[src/design/temp_sensor_defines.vh]
// Purpose: Register offsets, field positions and reset values for the sensor controller
// Assumes: Included by its bare name from the design files
// Notes: Definitions only
`ifndef TEMP_SENSOR_DEFINES_VH
`define TEMP_SENSOR_DEFINES_VH
// Register offsets
`define SNS_CTRL_ADDR 8'h92
`define SNS_LEVEL_ADDR 8'h93
`define SNS_DIV_ADDR 8'h94
`define SNS_WAIT_ADDR 8'h95
`define SNS_RESULT_ADDR 8'h96
`define SNS_PEAK_HI_ADDR 8'h97
`define SNS_PEAK_LO_ADDR 8'h98
// Control register fields
`define CTRL_PON_BIT 7
`define CTRL_CLR_ALARM_BIT 6
`define CTRL_WIDE_BIT 5
`define CTRL_TOGGLE_BIT 4
`define CTRL_CLR_HI_BIT 3
`define CTRL_CLR_LO_BIT 2
`define CTRL_MODE_HI 1
`define CTRL_MODE_LO 0
// Result register fields
`define RES_CMP_BIT 7
`define RES_ALARM_BIT 6
// Mode encodings
`define MODE_RAW 2'h0
`define MODE_ONESHOT 2'h1
`define MODE_CONT 2'h2
`define MODE_CONT_HOLD 2'h3
// Sweep span
`define SWEEP_NARROW_START 6'h16
`define SWEEP_WIDE_START 6'h00
`define SWEEP_END 6'h3f
// Reset values
`define CTRL_RESET 8'h00
`define LEVEL_RESET 6'h00
`define DIV_RESET 8'h01
`define WAIT_RESET 8'h00
`define PEAK_HI_RESET 6'h00
`define PEAK_LO_RESET 6'h3f
`endif

[src/design/temp_sensor_controller.v]
// Purpose: Digital controller for an on-chip temperature sensor comparator
// Assumes: Register port is synchronous to ref_clk_in; comparator input already synchronous
// Notes: Sweep, wait and sampling all advance on divided ticks
// What this block does
// - Level field drives sensor in raw mode, else serves as alarm threshold.
// - Controller advances at digital clock divided by the 8-bit divider.
// - Programmed number of wait cycles is inserted between measurements.
// - Result register bit 7 shows the comparator output directly.
// - Result bit 6 alarm sets when measured value exceeds threshold.
// - Result bits 5..0 hold the latest completed measurement.
// - Read-only peak-high register keeps largest value since its clear.
// - Read-only peak-low register keeps smallest value since its clear.
// - Mode field selects raw, one-shot, continuous, or continuous with held alarm.
// - Wide sweep bit chooses span 22..63 when clear, 0..63 when set.
// - Writing one to peak-high clear resets the maximum; zero does nothing.
// - Writing one to alarm clear resets the alarm flag; zero does nothing.
`timescale 1ns/10ps
`include "temp_sensor_defines.vh"
module temp_sensor_controller (
   input wire ref_clk_in, // 20 MHz digital clock
   input wire rst_n_in, // Synchronous reset, active low
   input wire [7:0] reg_addr_in, // Register address
   input wire [7:0] reg_wdata_in, // Write data
   input wire reg_wr_in, // Write strobe, one cycle
   input wire reg_rd_in, // Read strobe, one cycle
   output reg [7:0] reg_rdata_out, // Read data, valid cycle after strobe
   input wire sensor_cmp_in, // Comparator output from sensor
   output wire [5:0] sensor_level_out, // Level driven to sensor
   output wire sensor_pon_out, // Sensor power enable
   output wire busy_out // Measurement in progress
);
   localparam ST_IDLE = 3'b001;
   localparam ST_SWEEP = 3'b010;
   localparam ST_WAIT = 3'b100;

   reg [7:0] ctrl;
   reg [5:0] level_select_field;
   reg [7:0] divider;
   reg [7:0] wait_cycles;
   reg [5:0] result;
   reg alarm;
   reg [5:0] peak_high;
   reg [5:0] peak_low;
   reg [2:0] state;
   reg [5:0] sweep_level;
   reg [7:0] wait_count;
   reg first_step;
   reg prev_cmp;
   reg oneshot_req;
   reg done;
   reg [5:0] done_value;
   wire tick;
   wire [1:0] measure_mode_sig;
   wire wide_sweep_bit;
   wire wait_rise;
   wire ctrl_wr;
   wire clear_peak_high;
   wire clear_peak_low;
   wire clear_alarm;
   wire continuous;
   wire hit;
   wire [5:0] sweep_start;

   assign measure_mode_sig = ctrl[`CTRL_MODE_HI:`CTRL_MODE_LO];
   assign wide_sweep_bit = ctrl[`CTRL_WIDE_BIT];
   assign wait_rise = ~ctrl[`CTRL_TOGGLE_BIT];
   assign ctrl_wr = reg_wr_in && (reg_addr_in == `SNS_CTRL_ADDR);
   assign clear_peak_high = ctrl_wr && reg_wdata_in[`CTRL_CLR_HI_BIT];
   assign clear_peak_low = ctrl_wr && reg_wdata_in[`CTRL_CLR_LO_BIT];
   assign clear_alarm = ctrl_wr && reg_wdata_in[`CTRL_CLR_ALARM_BIT];
   assign continuous = measure_mode_sig[1];
   assign sweep_start = wide_sweep_bit ? `SWEEP_WIDE_START : `SWEEP_NARROW_START;
   // Awaited edge of comparator, direction from toggle bit
   assign hit = !first_step && (prev_cmp != sensor_cmp_in) && (sensor_cmp_in == wait_rise);

   // Sensor drive: raw level or sweep level
   assign sensor_level_out = (measure_mode_sig == `MODE_RAW) ? level_select_field : sweep_level;
   assign sensor_pon_out = ctrl[`CTRL_PON_BIT];
   assign busy_out = (state != ST_IDLE);

   // Divided tick generator
   sensor_clock_tick #(
      .WIDTH(8)
   ) u_tick (
      .ref_clk_in(ref_clk_in),
      .rst_n_in(rst_n_in),
      .div_in(divider),
      .tick_out(tick)
   );

   // Writable registers; clear bits do not store
   always @(posedge ref_clk_in) begin
      if (!rst_n_in) begin
         ctrl <= `CTRL_RESET;
         level_select_field <= `LEVEL_RESET;
         divider <= `DIV_RESET;
         wait_cycles <= `WAIT_RESET;
      end else if (reg_wr_in) begin
         case (reg_addr_in)
            `SNS_CTRL_ADDR: begin
               ctrl <= reg_wdata_in & 8'hb3;
            end
            `SNS_LEVEL_ADDR: begin
               level_select_field <= reg_wdata_in[5:0];
            end
            `SNS_DIV_ADDR: begin
               divider <= reg_wdata_in;
            end
            `SNS_WAIT_ADDR: begin
               wait_cycles <= reg_wdata_in;
            end
            default: begin
               ctrl <= ctrl;
            end
         endcase
      end
   end

   // One-shot request armed by writing mode one-shot
   always @(posedge ref_clk_in) begin
      if (!rst_n_in) begin
         oneshot_req <= 1'b0;
      end else if (ctrl_wr && reg_wdata_in[`CTRL_MODE_HI:`CTRL_MODE_LO] == `MODE_ONESHOT) begin
         oneshot_req <= 1'b1;
      end else if (state == ST_SWEEP || !(measure_mode_sig == `MODE_ONESHOT)) begin
         oneshot_req <= 1'b0;
      end
   end

   // Measurement sequencer on divided ticks
   always @(posedge ref_clk_in) begin
      if (!rst_n_in) begin
         state <= ST_IDLE;
         sweep_level <= `SWEEP_NARROW_START;
         wait_count <= 8'h00;
         first_step <= 1'b1;
         prev_cmp <= 1'b0;
         done <= 1'b0;
         done_value <= 6'h00;
      end else begin
         done <= 1'b0;
         case (state)
            ST_IDLE: begin
               if (sensor_pon_out && (continuous || oneshot_req)) begin
                  state <= ST_SWEEP;
                  sweep_level <= sweep_start;
                  first_step <= 1'b1;
               end
            end
            ST_SWEEP: begin
               if (measure_mode_sig == `MODE_RAW || !sensor_pon_out) begin
                  state <= ST_IDLE;
               end else if (tick) begin
                  prev_cmp <= sensor_cmp_in;
                  first_step <= 1'b0;
                  if (hit || sweep_level == `SWEEP_END) begin
                     done <= 1'b1;
                     done_value <= sweep_level;
                     wait_count <= 8'h00;
                     state <= continuous ? ST_WAIT : ST_IDLE;
                  end else begin
                     sweep_level <= sweep_level + 6'h01;
                  end
               end
            end
            ST_WAIT: begin
               if (!continuous || !sensor_pon_out) begin
                  state <= ST_IDLE;
               end else if (wait_count >= wait_cycles) begin
                  state <= ST_SWEEP;
                  sweep_level <= sweep_start;
                  first_step <= 1'b1;
               end else if (tick) begin
                  wait_count <= wait_count + 8'h01;
               end
            end
            default: begin
               state <= ST_IDLE;
            end
         endcase
      end
   end

   // Result, alarm and peak tracking; new value wins over clear
   always @(posedge ref_clk_in) begin
      if (!rst_n_in) begin
         result <= 6'h00;
         alarm <= 1'b0;
         peak_high <= `PEAK_HI_RESET;
         peak_low <= `PEAK_LO_RESET;
      end else begin
         if (done) begin
            result <= done_value;
         end
         if (done && done_value > level_select_field) begin
            alarm <= 1'b1;
         end else if (done && measure_mode_sig != `MODE_CONT_HOLD) begin
            alarm <= 1'b0;
         end else if (clear_alarm) begin
            alarm <= 1'b0;
         end
         if (done && (clear_peak_high || done_value > peak_high)) begin
            peak_high <= done_value;
         end else if (clear_peak_high) begin
            peak_high <= `PEAK_HI_RESET;
         end
         if (done && (clear_peak_low || done_value < peak_low)) begin
            peak_low <= done_value;
         end else if (clear_peak_low) begin
            peak_low <= `PEAK_LO_RESET;
         end
      end
   end

   // Registered read data; unmapped reads return zero
   always @(posedge ref_clk_in) begin
      if (!rst_n_in) begin
         reg_rdata_out <= 8'h00;
      end else if (reg_rd_in) begin
         case (reg_addr_in)
            `SNS_CTRL_ADDR: reg_rdata_out <= ctrl;
            `SNS_LEVEL_ADDR: reg_rdata_out <= {2'b00, level_select_field};
            `SNS_DIV_ADDR: reg_rdata_out <= divider;
            `SNS_WAIT_ADDR: reg_rdata_out <= wait_cycles;
            `SNS_RESULT_ADDR: reg_rdata_out <= {sensor_cmp_in, alarm, result};
            `SNS_PEAK_HI_ADDR: reg_rdata_out <= {2'b00, peak_high};
            `SNS_PEAK_LO_ADDR: reg_rdata_out <= {2'b00, peak_low};
            default: reg_rdata_out <= 8'h00;
         endcase
      end
   end
endmodule // temp_sensor_controller

[src/design/sensor_clock_tick.v]
// Purpose: Divides the digital clock into one-cycle controller ticks
// Assumes: Divider value 0 or 1 gives a tick every clock
// Notes: Counter restarts when the divider value drops below it
`timescale 1ns/10ps
module sensor_clock_tick #(
   parameter WIDTH = 8
) (
   input wire ref_clk_in, // Digital clock
   input wire rst_n_in, // Synchronous reset, active low
   input wire [WIDTH-1:0] div_in, // Divider value
   output reg tick_out // One-cycle tick
);
   reg [WIDTH-1:0] count;

   // Count clocks, tick once per divider period
   always @(posedge ref_clk_in) begin
      if (!rst_n_in) begin
         count <= {WIDTH{1'b0}};
         tick_out <= 1'b0;
      end else if (count + {{(WIDTH-1){1'b0}}, 1'b1} >= div_in) begin
         count <= {WIDTH{1'b0}};
         tick_out <= 1'b1;
      end else begin
         count <= count + {{(WIDTH-1){1'b0}}, 1'b1};
         tick_out <= 1'b0;
      end
   end
endmodule // sensor_clock_tick

[config.mk]
export PLATFORM = sky130hd
export DESIGN_NAME = temp_sensor_controller
export DESIGN_NICKNAME = d
export VERILOG_FILES = /design/src/design/temp_sensor_controller.v /design/src/design/sensor_clock_tick.v
export VERILOG_INCLUDE_DIRS = /design/src /design/src/design
export SDC_FILE = /design/constraint.sdc
export NUM_CORES = 1
export LEC_CHECK = 0
export ABC_CLOCK_PERIOD_IN_PS = 6100
export BUFFER_PORTS_ARGS = -buffer_cell sky130_fd_sc_hd__buf_2
export CORE_AREA = 2 2 120 122
export DETAILED_ROUTE_END_ITERATION = 8
export DIE_AREA = 0 0 122 124
export HOLD_SLACK_MARGIN = 0.06
export MAX_ROUTING_LAYER = met4
export PLACE_DENSITY_LB_ADDON = 0.15
export SLEW_MARGIN = 20
export SYNTH_ARGS = -nofsm -noshare
export SYNTH_HDL_FRONTEND = slang
export SYNTH_SLANG_ARGS = --single-unit
export TNS_END_PERCENT = 10
[constraint.sdc]
create_clock -name ref_clk_in -period 6.1 [get_ports ref_clk_in]
set_input_delay 0.305 -clock ref_clk_in [delete_from_list [all_inputs] [get_ports ref_clk_in]]
set_output_delay 0.305 -clock ref_clk_in [all_outputs]
set_load 0.05 [all_outputs]
# Word-level counts from Yosys, hierarchy flattened
# Index checks and enable logic that the tools add are counted.
dict set report totals {
  ff_bits 90
  input_bits 21
  output_inout_bits 16
  elab_cells 145
}
dict set report classes {
  addsub 3
  magnitude_cmp 5
  eq_ne 29
  muxes 42
  bitwise 5
  n_reduce_logical 42
}
# operator count
set ops {}
lappend ops {{6-bit two-way mux} 11}
lappend ops {{8-bit == test, second input constant} 7}
lappend ops {{8-bit one-hot mux with 7 select lines} 1}
lappend ops {{8-bit two-way mux} 6}
lappend ops {{3-bit two-way mux} 7}
lappend ops {{6-bit one-hot mux with 3 select lines} 1}
lappend ops {{8-bit by 1-bit adder with 8-bit output, second input constant} 2}
lappend ops {{8-bit >= comparator} 2}
lappend ops {{8-bit one-hot mux with 2 select lines} 1}
lappend ops {{2-bit inequality test, second input constant} 7}
lappend ops {{7-bit AND reduction} 2}
lappend ops {{6-bit greater-than comparator} 2}
lappend ops {{1-bit logical AND} 12}
lappend ops {{1-bit two-way mux} 12}
lappend ops {{3-bit by 1-bit inequality test with 1-bit output, second input constant} 3}
lappend ops {{3-bit one-hot mux with 3 select lines} 1}
lappend ops {{2-bit AND reduction} 4}
lappend ops {{4-bit AND reduction} 2}
lappend ops {{2-bit nonzero test} 4}
lappend ops {{1-bit logical OR} 7}
lappend ops {{6-bit by 1-bit adder with 6-bit output, second input constant} 1}
lappend ops {{6-bit == test, second input constant} 1}
lappend ops {{6-bit < comparator} 1}
lappend ops {{2-bit by 1-bit inequality test with 1-bit output, second input constant} 3}
lappend ops {{other kinds (17)} 26}

# Longest topological paths before layout
# Gate-level depths: netlist of run 1.
dict set report logic_depth {
  ltp_word 8
  depth_mapped 10
  mapped_depth_nobuf 10
}

# Hierarchy
# From an unflattened synthesis of run 1, not the netlist that was laid out.
dict set report hier_totals {
  cells_unflattened 603
  hier_area_um2 5154.9
}
# mod n_inst cells_per_inst area_per_inst_um2 seq_area_each_um2
set modules_own_cells {}
lappend modules_own_cells {temp_sensor_controller 1 542 4583.1 1621.6}
lappend modules_own_cells {sensor_clock_tick 1 61 571.8 180.2}

# Worst setup path before layout of run 1
# No wires, ideal clock.
dict set report synth_path {
  path_kind {reg-to-reg}
  start {register ctrl[7]}
  end {register sweep_level[3]}
  setup_time_ns 0.117
  t_arrival_ns 2.114
  required_time_ns 5.983
  slack_ns 3.869
  path_stages_with_launch 8
  n_path_buf 1
  period_less_slack_ns 2.231
  path_cell_list {dfxtp_1 buf_2 a21oi_1 o211ai_1 o31ai_2 a211oi_4 nand2_1 a32o_1}
}
dict set report synth_via {
  elab_chain_len 4
  elab_cells_between_ends 8
  classes_between {eq/ne (3); reduce/logical (5)}
}
# element line_no
set synth_rtl {}
lappend synth_rtl {{from (decl)} temp_sensor_controller.v:36} ;# reg [7:0] ctrl;
lappend synth_rtl {{from (signal assigned)} temp_sensor_controller.v:94} ;# ctrl <= `CTRL_RESET;
lappend synth_rtl {{from (signal assigned)} temp_sensor_controller.v:101} ;# ctrl <= reg_wdata_in & 8'hb3;
lappend synth_rtl {{from (signal assigned)} temp_sensor_controller.v:113} ;# ctrl <= ctrl;
lappend synth_rtl {{1-bit logical NOT} {temp_sensor_controller.v:151, temp_sensor_controller.v:167}}
lappend synth_rtl {{1-bit logical OR, on equally long branches} {temp_sensor_controller.v:167, temp_sensor_controller.v:151}}
lappend synth_rtl {{2-bit inequality test (no line)} --}
lappend synth_rtl {{7-bit AND reduction (no line) *} --}
lappend synth_rtl {{to (signal assigned)} temp_sensor_controller.v:146} ;# sweep_level <= sweep_start;
lappend synth_rtl {{to (signal assigned)} temp_sensor_controller.v:162} ;# sweep_level <= sweep_level + 6'h01;
lappend synth_rtl {{to (signal assigned)} temp_sensor_controller.v:171} ;# sweep_level <= sweep_start;
lappend synth_rtl {{to (decl)} temp_sensor_controller.v:45} ;# reg [5:0] sweep_level;
# Mark *: on every way between the ends. The rest lies on a longest branch, timed or not.
# A chain may end at the register's enable or synchronous reset.

# Worst setup path in the final report of run 1
dict set report layout_path {
  start {register u_tick.count[0]}
  end {register u_tick.count[5]}
}
dict set report layout_via {
  elab_chain_len 3
}
# element line_no
set layout_rtl {}
lappend layout_rtl {{from (decl)} sensor_clock_tick.v:13} ;# reg [WIDTH-1:0] count;
lappend layout_rtl {{from (signal assigned)} sensor_clock_tick.v:18} ;# count <= {WIDTH{1'b0}};
lappend layout_rtl {{from (signal assigned)} sensor_clock_tick.v:21} ;# count <= {WIDTH{1'b0}};
lappend layout_rtl {{from (signal assigned)} sensor_clock_tick.v:24} ;# count <= count + {{(WIDTH-1){1'b0}}, 1'b1};
lappend layout_rtl {{8-bit by 1-bit adder with 8-bit output *} {sensor_clock_tick.v:20, sensor_clock_tick.v:24}}
lappend layout_rtl {{8-bit >= comparator} sensor_clock_tick.v:20} ;# end else if (count + {{(WIDTH-1){1'b0}}, 1'b1} >= div_in) begin
lappend layout_rtl {{2-bit OR reduction (no line)} --}
# Marked as above.

==> results of run 1 <==
==> layout by cell type, fill, tap and decap left out, types with 5 or more instances in the layout <==
cell type	Yosys	layout
o31ai_1	5	5
ha_1	36	36
mux2_2	5	5
nand3_1	24	24
buf_2	4	36
mux2i_1	42	42
nand2_1	62	62
o22a_1	6	6
a211oi_1	5	5
a22o_1	6	6
and3_1	12	12
a21oi_1	35	35
dfxtp_1	90	90
inv_1	38	38
o21ai_0	28	28
nand2b_1	9	9
nor2b_1	7	7
nor2_1	55	55
o22ai_1	5	5
clkbuf_16	0	9
==> how the worst min path moves through the flow <==
| stage | end | slack, ns | cells after the start |
|---|---|---|---|
| finish | ctrl[7] | 0.24 | 3 |
| global route | wait_cycles[7] | 0.25 | 3 |
| CTS | ctrl[7] | 0.22 | 3 |
| detailed placement | reg_rdata_out[2] | 0.45 | 2 |
| global placement | reg_rdata_out[4] | 0.44 | 2 |
| floorplan | divider[0] | 0.43 | 2 |
==> routing by layer <==
layer / vias to the layer above / wire length (um) / track usage (%)
met3: 20 / 539 / 3.25
met1: 2067 / 6560 / 25.0
li1: 2137 / - / -
met2: 101 / 6060 / 30.0
met4: 0 / 291 / 7.33
met5: - / 0 / -
==> registers in the layout, indices dropped and copies added, names as in the netlist, 5 cells and up <==
register / count
divider: 8
u_tick.count: 8
done_value: 6
ctrl: 5
peak_high: 6
result: 6
wait_cycles: 8
reg_rdata_out: 8
sweep_level: 6
wait_count: 8
level_select_field: 6
peak_low: 6
==> area by class of cell <==
class / count / area share [%]
clock buffers: 11 / 4.28
clock inverters: 5 / 1.08
inverters: 38 / 2.52
multi-input cells: 430 / 52.9
flip-flops and latches: 90 / 31.8
well taps: 180 / 3.97
repair buffers: 38 / 3.44
==> power groups by stage <==
stage	clock [mW]	sequential [mW]	combinational [mW]
after floorplan	0	0.602	0.0243
after global placement	0	0.603	0.0427
after detailed placement	0	0.603	0.0431
after CTS	0.587	0.589	0.0433
after global routing	0.612	0.589	0.0475
final	0.576	0.589	0.0435
==> worst max-delay path, stage by stage, from the launching register on <==
cell	delay (ns)
dfxtp_1	0.39
ha_1	0.21
nand3_1	0.12
nor2_1	0.15
xor2_1	0.20
ha_1	0.26
o21ai_0	0.20
a21oi_1	0.07
a211oi_1	0.78
and3_1	0.26
==> kinds of logic after synthesis <==
group / Yosys count / synth area share (%)
AND/OR/NAND/NOR: 211 / 22.1
AO/OA/AOI/OAI: 129 / 17.7
flip-flops: 90 / 35.7
buffers and inverters: 59 / 4.93
multiplexers: 47 / 9.44
adder cells (fa/ha/maj): 36 / 8.92
XOR/XNOR: 7 / 1.21
==> summary.txt, run 1 <==
GRT overflow - 0
Setup ws final - 3.40 ns
I/O pins - 37
Final Setup Violations - 0
Count of different cell masters after synthesis - 74
Die Y - 124 um
Initial Util - 36.8%
Worst Path Arrival - 2.99 ns
Power Dens Cells - 213 nW/um^2
IO buf count - 36
Hold Path Class - in -> reg
# Post-CTS Setup Buffers - 0
Final Util - 41.3%
Crit end category - flip-flop
Run status - complete, no violations
Synthesized area per cell - 8.72 sq um
Ratio of cells with drive above 1 in the final layout - 13.1%
Clock Tree Root - clkbuf_16
Setup TNS - 0 ns
Worst flop-to-flop path startpoint - u_tick.count[0]
CTS resizes - 0
Reg area - 1800 sq um
Area leader, netlist - dfxtp_1
PnR Total Power - 1.21 mW
Clock Skews - 0.00907 ns
Critical path fanouts, max - 9
Vias/cell - 5.46
Cells after Synth - 579
Detail Route Antenna Nets - 0
GRT Util Overall - 19.2%
Die X - 122 um
Placed Area - 5360 sq um
Global-route wire length before repair - 21600 um
CP Capture Point - u_tick.count[5]
Mapped Nets - 636
Hold_buf cts - 0
Ranking of synthesized cells by area - dfxtp_1 36%, ha_1 8.9%, mux2i_1 8.3%, nand2_1 4.6%, nor2_1 4.1%
Fillers - 1392
First-pass DRT Iterations - 6
Via count - 4325
Initial antenna violation count - 0
Rows - 43
Most used DFF post-synth - dfxtp_1
Slew @ Worst Pin - 0.940 ns
Tmin final - 2.70 ns
Clock share of power - 47.7%
Psw - 0.276 mW
Num CTS Buffers - 9
Fmax - 371 MHz
Final period util - 44.2%
Die area - 15100 sq um
Internal Power - 0.933 mW
Max Slew Vio Count - 0
Reg power frac - 48.7%
Skew-Pair Late Insertion Delay - 0.35 ns
Crit path kind - reg -> reg
Clock-pin transition on the worst setup and hold timing paths - 0.07 ns
Core box area - 13700 sq um
WL per Instance - 17.0 um
RSZ-0062 raised after global routing - no
Commonest cells post-synth - 90 x dfxtp_1, 62 x nand2_1, 55 x nor2_1
Mapped Area - 5050 sq um
GPL Wtd Cong - 0.824
Req. time, crit path - 6.39 ns
Reg-to-reg endpoint - u_tick.count[5]
Yosys reg bits - 90
Combinational share of power - 3.6%
CTS Buffer Depth - 2
Post-synthesis sequential area ratio - 35.7%
Hpwl dp - 10100 um
Layout Nets - 664
Sw frac - 22.8%
# diodes - 0
Fin. Hold Viols - 0
Max-slew headroom - 36.9%
Async S/R FF share, synth - 0%
Hold Startpoint - reg_wdata_in[7]
Max rail drop VDD - 139 uV
Area of the multi-input gates - 3000 sq um
DRC viols - 0
Worst Setup SP - u_tick.count[0]
Area growth from synthesis to layout - 12.2%
Final instance area - 5670 sq um
Vias in the first global route - 4173
Placed Instances - 776
CP startpoint kind - flip-flop
Non-Filler Instances - 792
Number of flops mapped to enable cells by yosys - 0
DRT iter0 DRCs - 377
DRT Wirelength - 13500 um
Reg2Reg Depth - 9
Reg2reg setup slack - 3.40 ns
Synth top area share - 35.7%
Pre-CTS setup slack - 3.44 ns
Most common cell in the netlist - dfxtp_1
Hold WS - 0.241 ns
CTS tree - built
Largest net degree at the start of global routing - 46
H-tree depth - 3
Clock sink count - 90
Yosys Warn Count - 0
P_leak - 2.17 nW
MaxCap Viol Count - 0
Power figures use the tool's default switching activity.
==> run 2, diff against run 1 <==
--- a/config.mk
+++ b/config.mk
@@ -6,11 +6,12 @@
 export SDC_FILE = /design/constraint.sdc
 export NUM_CORES = 1
 export LEC_CHECK = 0
-export ABC_CLOCK_PERIOD_IN_PS = 6100
+export ABC_AREA = 1
+export ABC_CLOCK_PERIOD_IN_PS = 2780
 export BUFFER_PORTS_ARGS = -buffer_cell sky130_fd_sc_hd__buf_2
-export CORE_AREA = 2 2 120 122
+export CORE_AREA = 2 2 119 121
 export DETAILED_ROUTE_END_ITERATION = 8
-export DIE_AREA = 0 0 122 124
+export DIE_AREA = 0 0 121 123
 export HOLD_SLACK_MARGIN = 0.06
 export MAX_ROUTING_LAYER = met4
 export PLACE_DENSITY_LB_ADDON = 0.15
==> constraint.sdc (replaced) <==
create_clock -name ref_clk_in -period 2.78 [get_ports ref_clk_in]
set_input_delay 0.139 -clock ref_clk_in [delete_from_list [all_inputs] [get_ports ref_clk_in]]
set_output_delay 0.139 -clock ref_clk_in [all_outputs]
set_load 0.05 [all_outputs]
==> run 2 against run 1 <==
  * Flip-flop and latch count unchanged
  * Utilization down 0.19 points
  * Sequential share of layout area up 0.40 points
  * Global-route usage down 0.11 points
  * Register-to-register slack worse by 2.8 ns
  * Sequential power up 120%
  * Clock skew about the same
  * Die area down 1.6%
  * Combinational power rose to 3.9 times the previous value
  * Non-clock buffer count up 1
  * Critical endpoint is now u_tick.count[2]
  * Highest routed layer unchanged
==> summary.txt, run 2 <==
Run status - complete, no violations
Met3 GRT Util - 3.97% (+0.72 points)
Worst flop-to-flop path startpoint - u_tick.count[2]
WHS Endpoint - reg_rdata_out[0]
Yosys Warn Count - 0 (unchanged)
Layout Nets - 811 (+22%)
Fin. Hold Viols - 0 (unchanged)
# Post-CTS Setup Buffers - 0 (unchanged)
Final period util - 79.1% (+35 points)
Final Util - 41.1% (-0.19 points)
Tmin final - 2.20 ns (-0.499 ns)
CP peak stage delay - 0.37 ns (-0.41 ns)
Critical path fanouts, max - 8 (-1)
CTS Buffer Depth - 2 (unchanged)
H-tree depth - 3 (unchanged)
Commonest non-fill, non-tap cells in the layout - 161 x nand2_1, 97 x inv_1, 90 x dfxtp_1, 81 x a21oi_1, 67 x o21ai_0
Most used DFF post-synth - dfxtp_1
Mapped Nets - 782 (+23%)
Via count - 4652 (+7.6%)
DRT Wirelength - 13400 um (-0.25%)
Most common cell in the netlist - nand2_1
Area growth from synthesis to layout - 12.4%
Reg-to-reg endpoint - u_tick.count[2]
I/O pins - 37 (unchanged)
First-pass DRT Iterations - 5 (-1)
Die area - 14900 sq um (-1.6%)
Die Y - 123 um (-0.81%)
Crit end category - flip-flop
DRC viols - 0 (unchanged)
Req. time, crit path - 3.05 ns (-3.34 ns)
IO buf count - 36 (unchanged)
Core box area - 13600 sq um (-0.78%)
Power Dens Cells - 476 nW/um^2 (+120%)
CTS tree - built
Mapped Area - 4980 sq um (-1.4%)
Clock sink count - 90 (unchanged)
Placed Instances - 923 (+19%)
Initial Util - 36.6% (-0.23 points)
Critical path's slowest cell - dfxtp_1
Fmax - 455 MHz (+23%)
Post-synthesis sequential area ratio - 36.2% (+0.51 points)
Area leader, netlist - dfxtp_1
Reg2reg setup slack - 0.58 ns (-2.82 ns)
GRT overflow - 0 (unchanged)
Detail Route Antenna Nets - 0 (unchanged)
Commonest non-fill, non-tap cell in the layout - nand2_1
Setup TNS - 0 ns (unchanged)
Final Setup Violations - 0 (unchanged)
Worst Path Arrival - 2.47 ns (-0.52 ns)
Async S/R FF share, synth - 0% (unchanged)
CP startpoint kind - flip-flop
Non-Filler Instances - 939 (+19%)
Largest net degree at the start of global routing - 34 (-26%)
Crit path kind - reg -> reg
Reg2Reg Depth - 11 (+2)
Global routing usage on met1 - 25.5% (+0.42 points)
Hold WS - 0.114 ns (-0.127 ns)
Die X - 121 um (-0.82%)
Clock Skews - 0.00881 ns (-0.000261 ns)
Hold Path Stages - 3 (unchanged)
DRT iter0 DRCs - 284 (-25%)
Synthesized area per cell - 6.87 sq um (-21%)
Clock Tree Root - clkbuf_16
PnR Total Power - 2.67 mW (+120%)
Rows - 43 (unchanged)
Slew @ Worst Pin - 0.795 ns (-0.145 ns)
Max Slew Vio Count - 0 (unchanged)
Yosys reg bits - 90 (unchanged)
Met2 usage - 30.1% (about the same)
RSZ-0062 raised after global routing - no
CTS resizes - 0 (unchanged)
Busiest grt layer - met2
Number of flops mapped to enable cells by yosys - 0 (unchanged)
GRT Util Overall - 19.1% (-0.11 points)
WL per Instance - 14.3 um (-16%)
Hold Startpoint - reg_rd_in
Global-route wire length before repair - 21700 um (+0.29%)
GPL Wtd Cong - 0.881 (+7.0%)
Hold_buf cts - 0 (unchanged)
Max rail drop VDD - 287 uV (+110%)
Num CTS Buffers - 9 (unchanged)
Synth top area share - 36.2% (+0.51 points)
Ratio of cells with drive above 1 in the final layout - 9.09% (-4.0 points)
Cells after Synth - 725 (+25%)
CP Cell Sequence - nand2_1 -> inv_1 -> nand4_1 -> nand3b_1 -> xor2_1 -> inv_1 -> ha_1 -> a21oi_1 -> o21a_1 -> nand4_1 -> nor2_1
Max-slew headroom - 46.9% (+10 points)
Hpwl dp - 10400 um (+2.8%)
Vias in the first global route - 4240 (+1.6%)
MaxCap Viol Count - 0 (unchanged)
# diodes - 0 (unchanged)
Count of different cell masters after synthesis - 32 (-57%)
Vias/cell - 4.95 (-9.3%)
Ranking of synthesized cells by area - dfxtp_1 36%, nand2_1 12%, ha_1 9.0%, a21oi_1 8.1%, inv_1 7.3%
Commonest cells post-synth - 161 x nand2_1, 97 x inv_1, 90 x dfxtp_1
Hold Path Class - in -> reg
Skew-Pair Late Insertion Delay - 0.35 ns (about the same)
Clock-pin transition on the worst setup and hold timing paths - 0.06 ns (about the same)
P_leak - 2.50 nW (+15%)
Initial antenna violation count - 0 (unchanged)
-- run 2: worst max path at each step --
stage	startpoint	endpoint	depth (start not counted)	slack, ns
after floorplan	u_tick.count[2]	u_tick.count[7]	11	0.85
after global placement	u_tick.count[2]	u_tick.count[7]	11	0.66
after detailed placement	u_tick.count[2]	u_tick.count[2]	11	0.58
after CTS	u_tick.count[2]	u_tick.count[2]	11	0.54
after global routing	u_tick.count[2]	u_tick.count[7]	12	0.30
final	u_tick.count[2]	u_tick.count[2]	11	0.58
-- run 2: power breakdown --
part / total, mW / internal, mW / switching [mW] / leakage [nW]
Combinational: 0.168 / 0.0481 / 0.120 / 1.64
Clock: 1.18 / 0.636 / 0.541 / 0.136
Sequential: 1.32 / 1.31 / 0.0152 / 0.726
-- run 2: cell type report --
cell class / instances / area (sq um)
sequential: 90 / 1800
inverter: 99 / 372
multi-input combinational: 515 / 2710
clock inverter: 5 / 38.8
fill: 1464 / 8020
clock buffer: 11 / 243
tap: 180 / 225
timing repair buffer: 39 / 203
-- run 2: layer usage --
layer	wire [um]	part of all wire, %
met5	0	0
met1	6740	50
met4	150	1.1
met3	560	4.2
met2	5970	44
-- run 2: critical path: cells and delay by family (launching register included) --
kind	cells	cell delay, ns
AO/OA/AOI/OAI	2	0.30
buffers and inverters	2	0.15
adder cells (fa/ha/maj)	1	0.29
XOR/XNOR	1	0.19
flip-flops	1	0.37
AND/OR/NAND/NOR	5	0.83
-- run 2: metrics by stage --
step	instance area [sq um]	setup slack (ns)
after floorplan	4980	0.847
after global routing	5600	0.301
after detailed placement	5320	0.577
final	5600	0.582
after CTS	5600	0.541
after global placement	5320	0.657
-- run 2: cells by family (layout without fill, tap and decap cells) --
family	after synthesis	in the layout	share of synthesized area [%]
AND/OR/NAND/NOR	308	308	27.0
AO/OA/AOI/OAI	164	164	17.3
buffers and inverters	120	154	9.28
flip-flops	90	90	36.2
adder cells (fa/ha/maj)	36	36	9.05
XOR/XNOR	7	7	1.23
==> run 3, diff against run 2 <==
--- a/config.mk
+++ b/config.mk
@@ -6,12 +6,12 @@
 export SDC_FILE = /design/constraint.sdc
 export NUM_CORES = 1
 export LEC_CHECK = 0
-export ABC_AREA = 1
-export ABC_CLOCK_PERIOD_IN_PS = 2780
+export ABC_AREA = 0
+export ABC_CLOCK_PERIOD_IN_PS = 2100
 export BUFFER_PORTS_ARGS = -buffer_cell sky130_fd_sc_hd__buf_2
-export CORE_AREA = 2 2 119 121
+export CORE_AREA = 2 2 120 122
 export DETAILED_ROUTE_END_ITERATION = 8
-export DIE_AREA = 0 0 121 123
+export DIE_AREA = 0 0 122 124
 export HOLD_SLACK_MARGIN = 0.06
 export MAX_ROUTING_LAYER = met4
 export PLACE_DENSITY_LB_ADDON = 0.15
==> constraint.sdc (replaced) <==
create_clock -name ref_clk_in -period 2.1 [get_ports ref_clk_in]
set_input_delay 0.105 -clock ref_clk_in [delete_from_list [all_inputs] [get_ports ref_clk_in]]
set_output_delay 0.105 -clock ref_clk_in [all_outputs]
set_load 0.05 [all_outputs]
==> run 3 against run 2 <==
  * Cell count is 9.9% lower
  * Largest cell class unchanged
  * Power increased by 41%
  * Clock power rose by 63%
  * Critical path type unchanged
  * Highest routed layer unchanged
  * Register-to-register slack worse by 0.57 ns
  * Via count fell by 3.0%
  * Clock skew decreased by 0.0020 ns
  * Largest power group is now clock
  * Hold slack lost 0.054 ns
  * Setup slack worse by 0.57 ns
==> summary.txt, run 3 (synthesis gave the netlist of run 1 again) <==
DRT Wirelength - 14600 um (+9.1%)
Hold Path Class - in -> reg
Clock Tree Root - clkbuf_16
Largest net degree at the start of global routing - 31 (-8.8%)
Setup ws final - 0.0107 ns (-0.571 ns)
Req. time, crit path - 2.33 ns (-0.72 ns)
Core box area - 13700 sq um (+0.79%)
Top layer in use - met4
DRT iter0 DRCs - 292 (+2.8%)
Slew @ Worst Pin - 0.778 ns (-0.0172 ns)
Fin. Hold Viols - 0 (unchanged)
DR WL met2 - 6720 um (+13%)
Hpwl dp - 10900 um (+5.5%)
Num CTS Buffers - 9 (unchanged)
Tmin final - 2.09 ns (-0.109 ns)
Psw - 0.814 mW (+20%)
Hold WS - 0.0596 ns (-0.0545 ns)
Fillers - 1376 (-6.0%)
Layout Nets - 718 (-11%)
RSZ-0062 raised after global routing - yes
Crit end category - flip-flop
GPL Wtd Cong - 0.850 (-3.6%)
Crit path kind - reg -> reg
Rows - 43 (unchanged)
Power Dens Cells - 601 nW/um^2 (+26%)
Reg-to-reg endpoint - sweep_level[1]
Critical path fanouts, max - 4 (-4)
Clock Skews - 0.00684 ns (-0.00198 ns)
Die area - 15100 sq um (+1.6%)
Combinational share of power - 3.7% (-2.6 points)
Vias in the first global route - 4350 (+2.6%)
Wl on met1 - 7200 um (+6.9%)
Commonest non-fill, non-tap cells in the layout - 78 x dfxtp_1, 62 x nand2_1, 51 x nor2_1, 51 x buf_4, 42 x mux2i_1
Hold Path Stages - 3 (unchanged)
Clock-pin transition on the worst setup and hold timing paths - 0.07 ns (about the same)
Met3 routed WL - 538 um (-3.9%)
P_leak - 2.49 nW (-0.35%)
Sw frac - 21.6% (-3.8 points)
Max-slew headroom - 48.1% (+1.1 points)
Vias/cell - 5.33 (+7.6%)
WL per Instance - 17.3 um (+21%)
Global-route wire length before repair - 22900 um (+5.9%)
DRC viols - 0 (unchanged)
H-tree depth - 3 (unchanged)
Initial Util - 36.8% (+0.23 points)
Final period util - 99.5% (+20 points)
Max rail drop VDD - 491 uV (+71%)
IO buf count - 36 (unchanged)
# diodes - 0 (unchanged)
CTS Buffer Depth - 2 (unchanged)
CP startpoint kind - flip-flop
Hold Startpoint - reg_wdata_in[5]
Detail Route Antenna Nets - 0 (unchanged)
Reg area - 1820 sq um (+0.83%)
Internal Power - 2.95 mW (+48%)
First-pass DRT Iterations - 5 (unchanged)
Initial antenna violation count - 0 (unchanged)
Fmax - 479 MHz (+5.2%)
WHS Endpoint - wait_cycles[5]
Run status - complete, no violations
Reg2reg setup slack - 0.01 ns (-0.57 ns)
Reg power frac - 45.4% (-4.1 points)
GRT Util Overall - 20.3% (+1.2 points)
Worst flop-to-flop path startpoint - wait_count[0]
Die Y - 124 um (+0.81%)
CTS tree - built
Reg2Reg Depth - 9 (-2)
Ratio of cells with drive above 1 in the final layout - 24.6% (+16 points)
Area growth from synthesis to layout - 24.3%
Final Setup Violations - 0 (unchanged)
Clock sink count - 90 (unchanged)
Max Slew Vio Count - 0 (unchanged)
I/O pins - 37 (unchanged)
Die X - 122 um (+0.83%)
Area of the multi-input gates - 3130 sq um (+15%)
MaxCap Viol Count - 0 (unchanged)
Skew-Pair Late Insertion Delay - 0.35 ns (about the same)
GRT overflow - 0 (unchanged)
Clock share of power - 50.9% (+6.7 points)
Via count - 4511 (-3.0%)
Worst Path Arrival - 2.32 ns (-0.15 ns)
Pre-CTS setup slack - -0.0947 ns (-0.672 ns)
Commonest non-fill, non-tap cell in the layout - dfxtp_1
## run 3: critical path, cell delays in order, from the launching register on
cell and delay (ns):
dfxtp_2 0.32, inv_2 0.07, ha_4 0.19, nand2b_4 0.13, a2111o_1 0.41, a31oi_4 0.19, buf_4 0.17, a211oi_4 0.07
buf_2 0.16, o31a_2 0.27
## run 3: final cells by class
type / instances / area share, %
Clock buffer: 10 / 3.81
Clock inverter: 6 / 1.78
Inverter: 38 / 2.27
Multi-Input combinational cell: 430 / 50.0
Sequential cell: 90 / 29.0
Tap cell: 180 / 3.59
Timing Repair Buffer: 92 / 9.63
## run 3: timing repair
| item | in CTS | in global routing |
|---|---|---|
| pin swaps | 11 | 12 |
| hold buffers | 2 | 0 |
| buffers inserted | 1 | 3 |
| cloned | 1 | 1 |
| hold endpoints to repair | 5 | 0 |
| resized for setup | 10 | 31 |
| endpoints found under the setup margin | 16 | 35 |
## run 3: layer usage
layer  global-route usage, %  vias to the layer above
met5                       -                        -
met3                    2.84                       12
met4                    5.60                        0
li1                        -                     2240
met2                    32.2                       79
met1                    27.2                     2180
## run 3: worst max path at each step
stage,start,slack [ns],endpoint
floorplan,u_tick.count[0],-0.11,u_tick.count[1]
global placement,wait_count[0],-0.02,wait_count[7]
detailed placement,u_tick.count[0],-0.09,u_tick.count[5]
CTS,wait_count[0],0.001,wait_count[2]
global route,u_tick.count[1],-0.07,u_tick.count[6]
finish,wait_count[0],0.01,sweep_level[1]
## run 3: per-stage QoR
stage                     area [sq um]  power [mW]  instances  setup TNS [ns]  util (%)
after global routing              6270        3.90        846          -0.892      45.7
after detailed placement          5710        1.89        822          -0.956      41.6
after floorplan                   5050        1.82        579          -0.879         -
final                             6270        3.77        846               0      45.7
after CTS                         6120        3.79        842               0      44.6
after global placement            5710        1.88        822         -0.0521      41.6
## run 3: power groups by stage
stage / Sequential (mW) / Combinational (mW) / Clock (mW)
after floorplan: 1.75 / 0.0706 / 0
after global placement: 1.75 / 0.133 / 0
after detailed placement: 1.75 / 0.135 / 0
after CTS: 1.71 / 0.139 / 1.94
after global routing: 1.71 / 0.153 / 2.03
final: 1.71 / 0.141 / 1.92
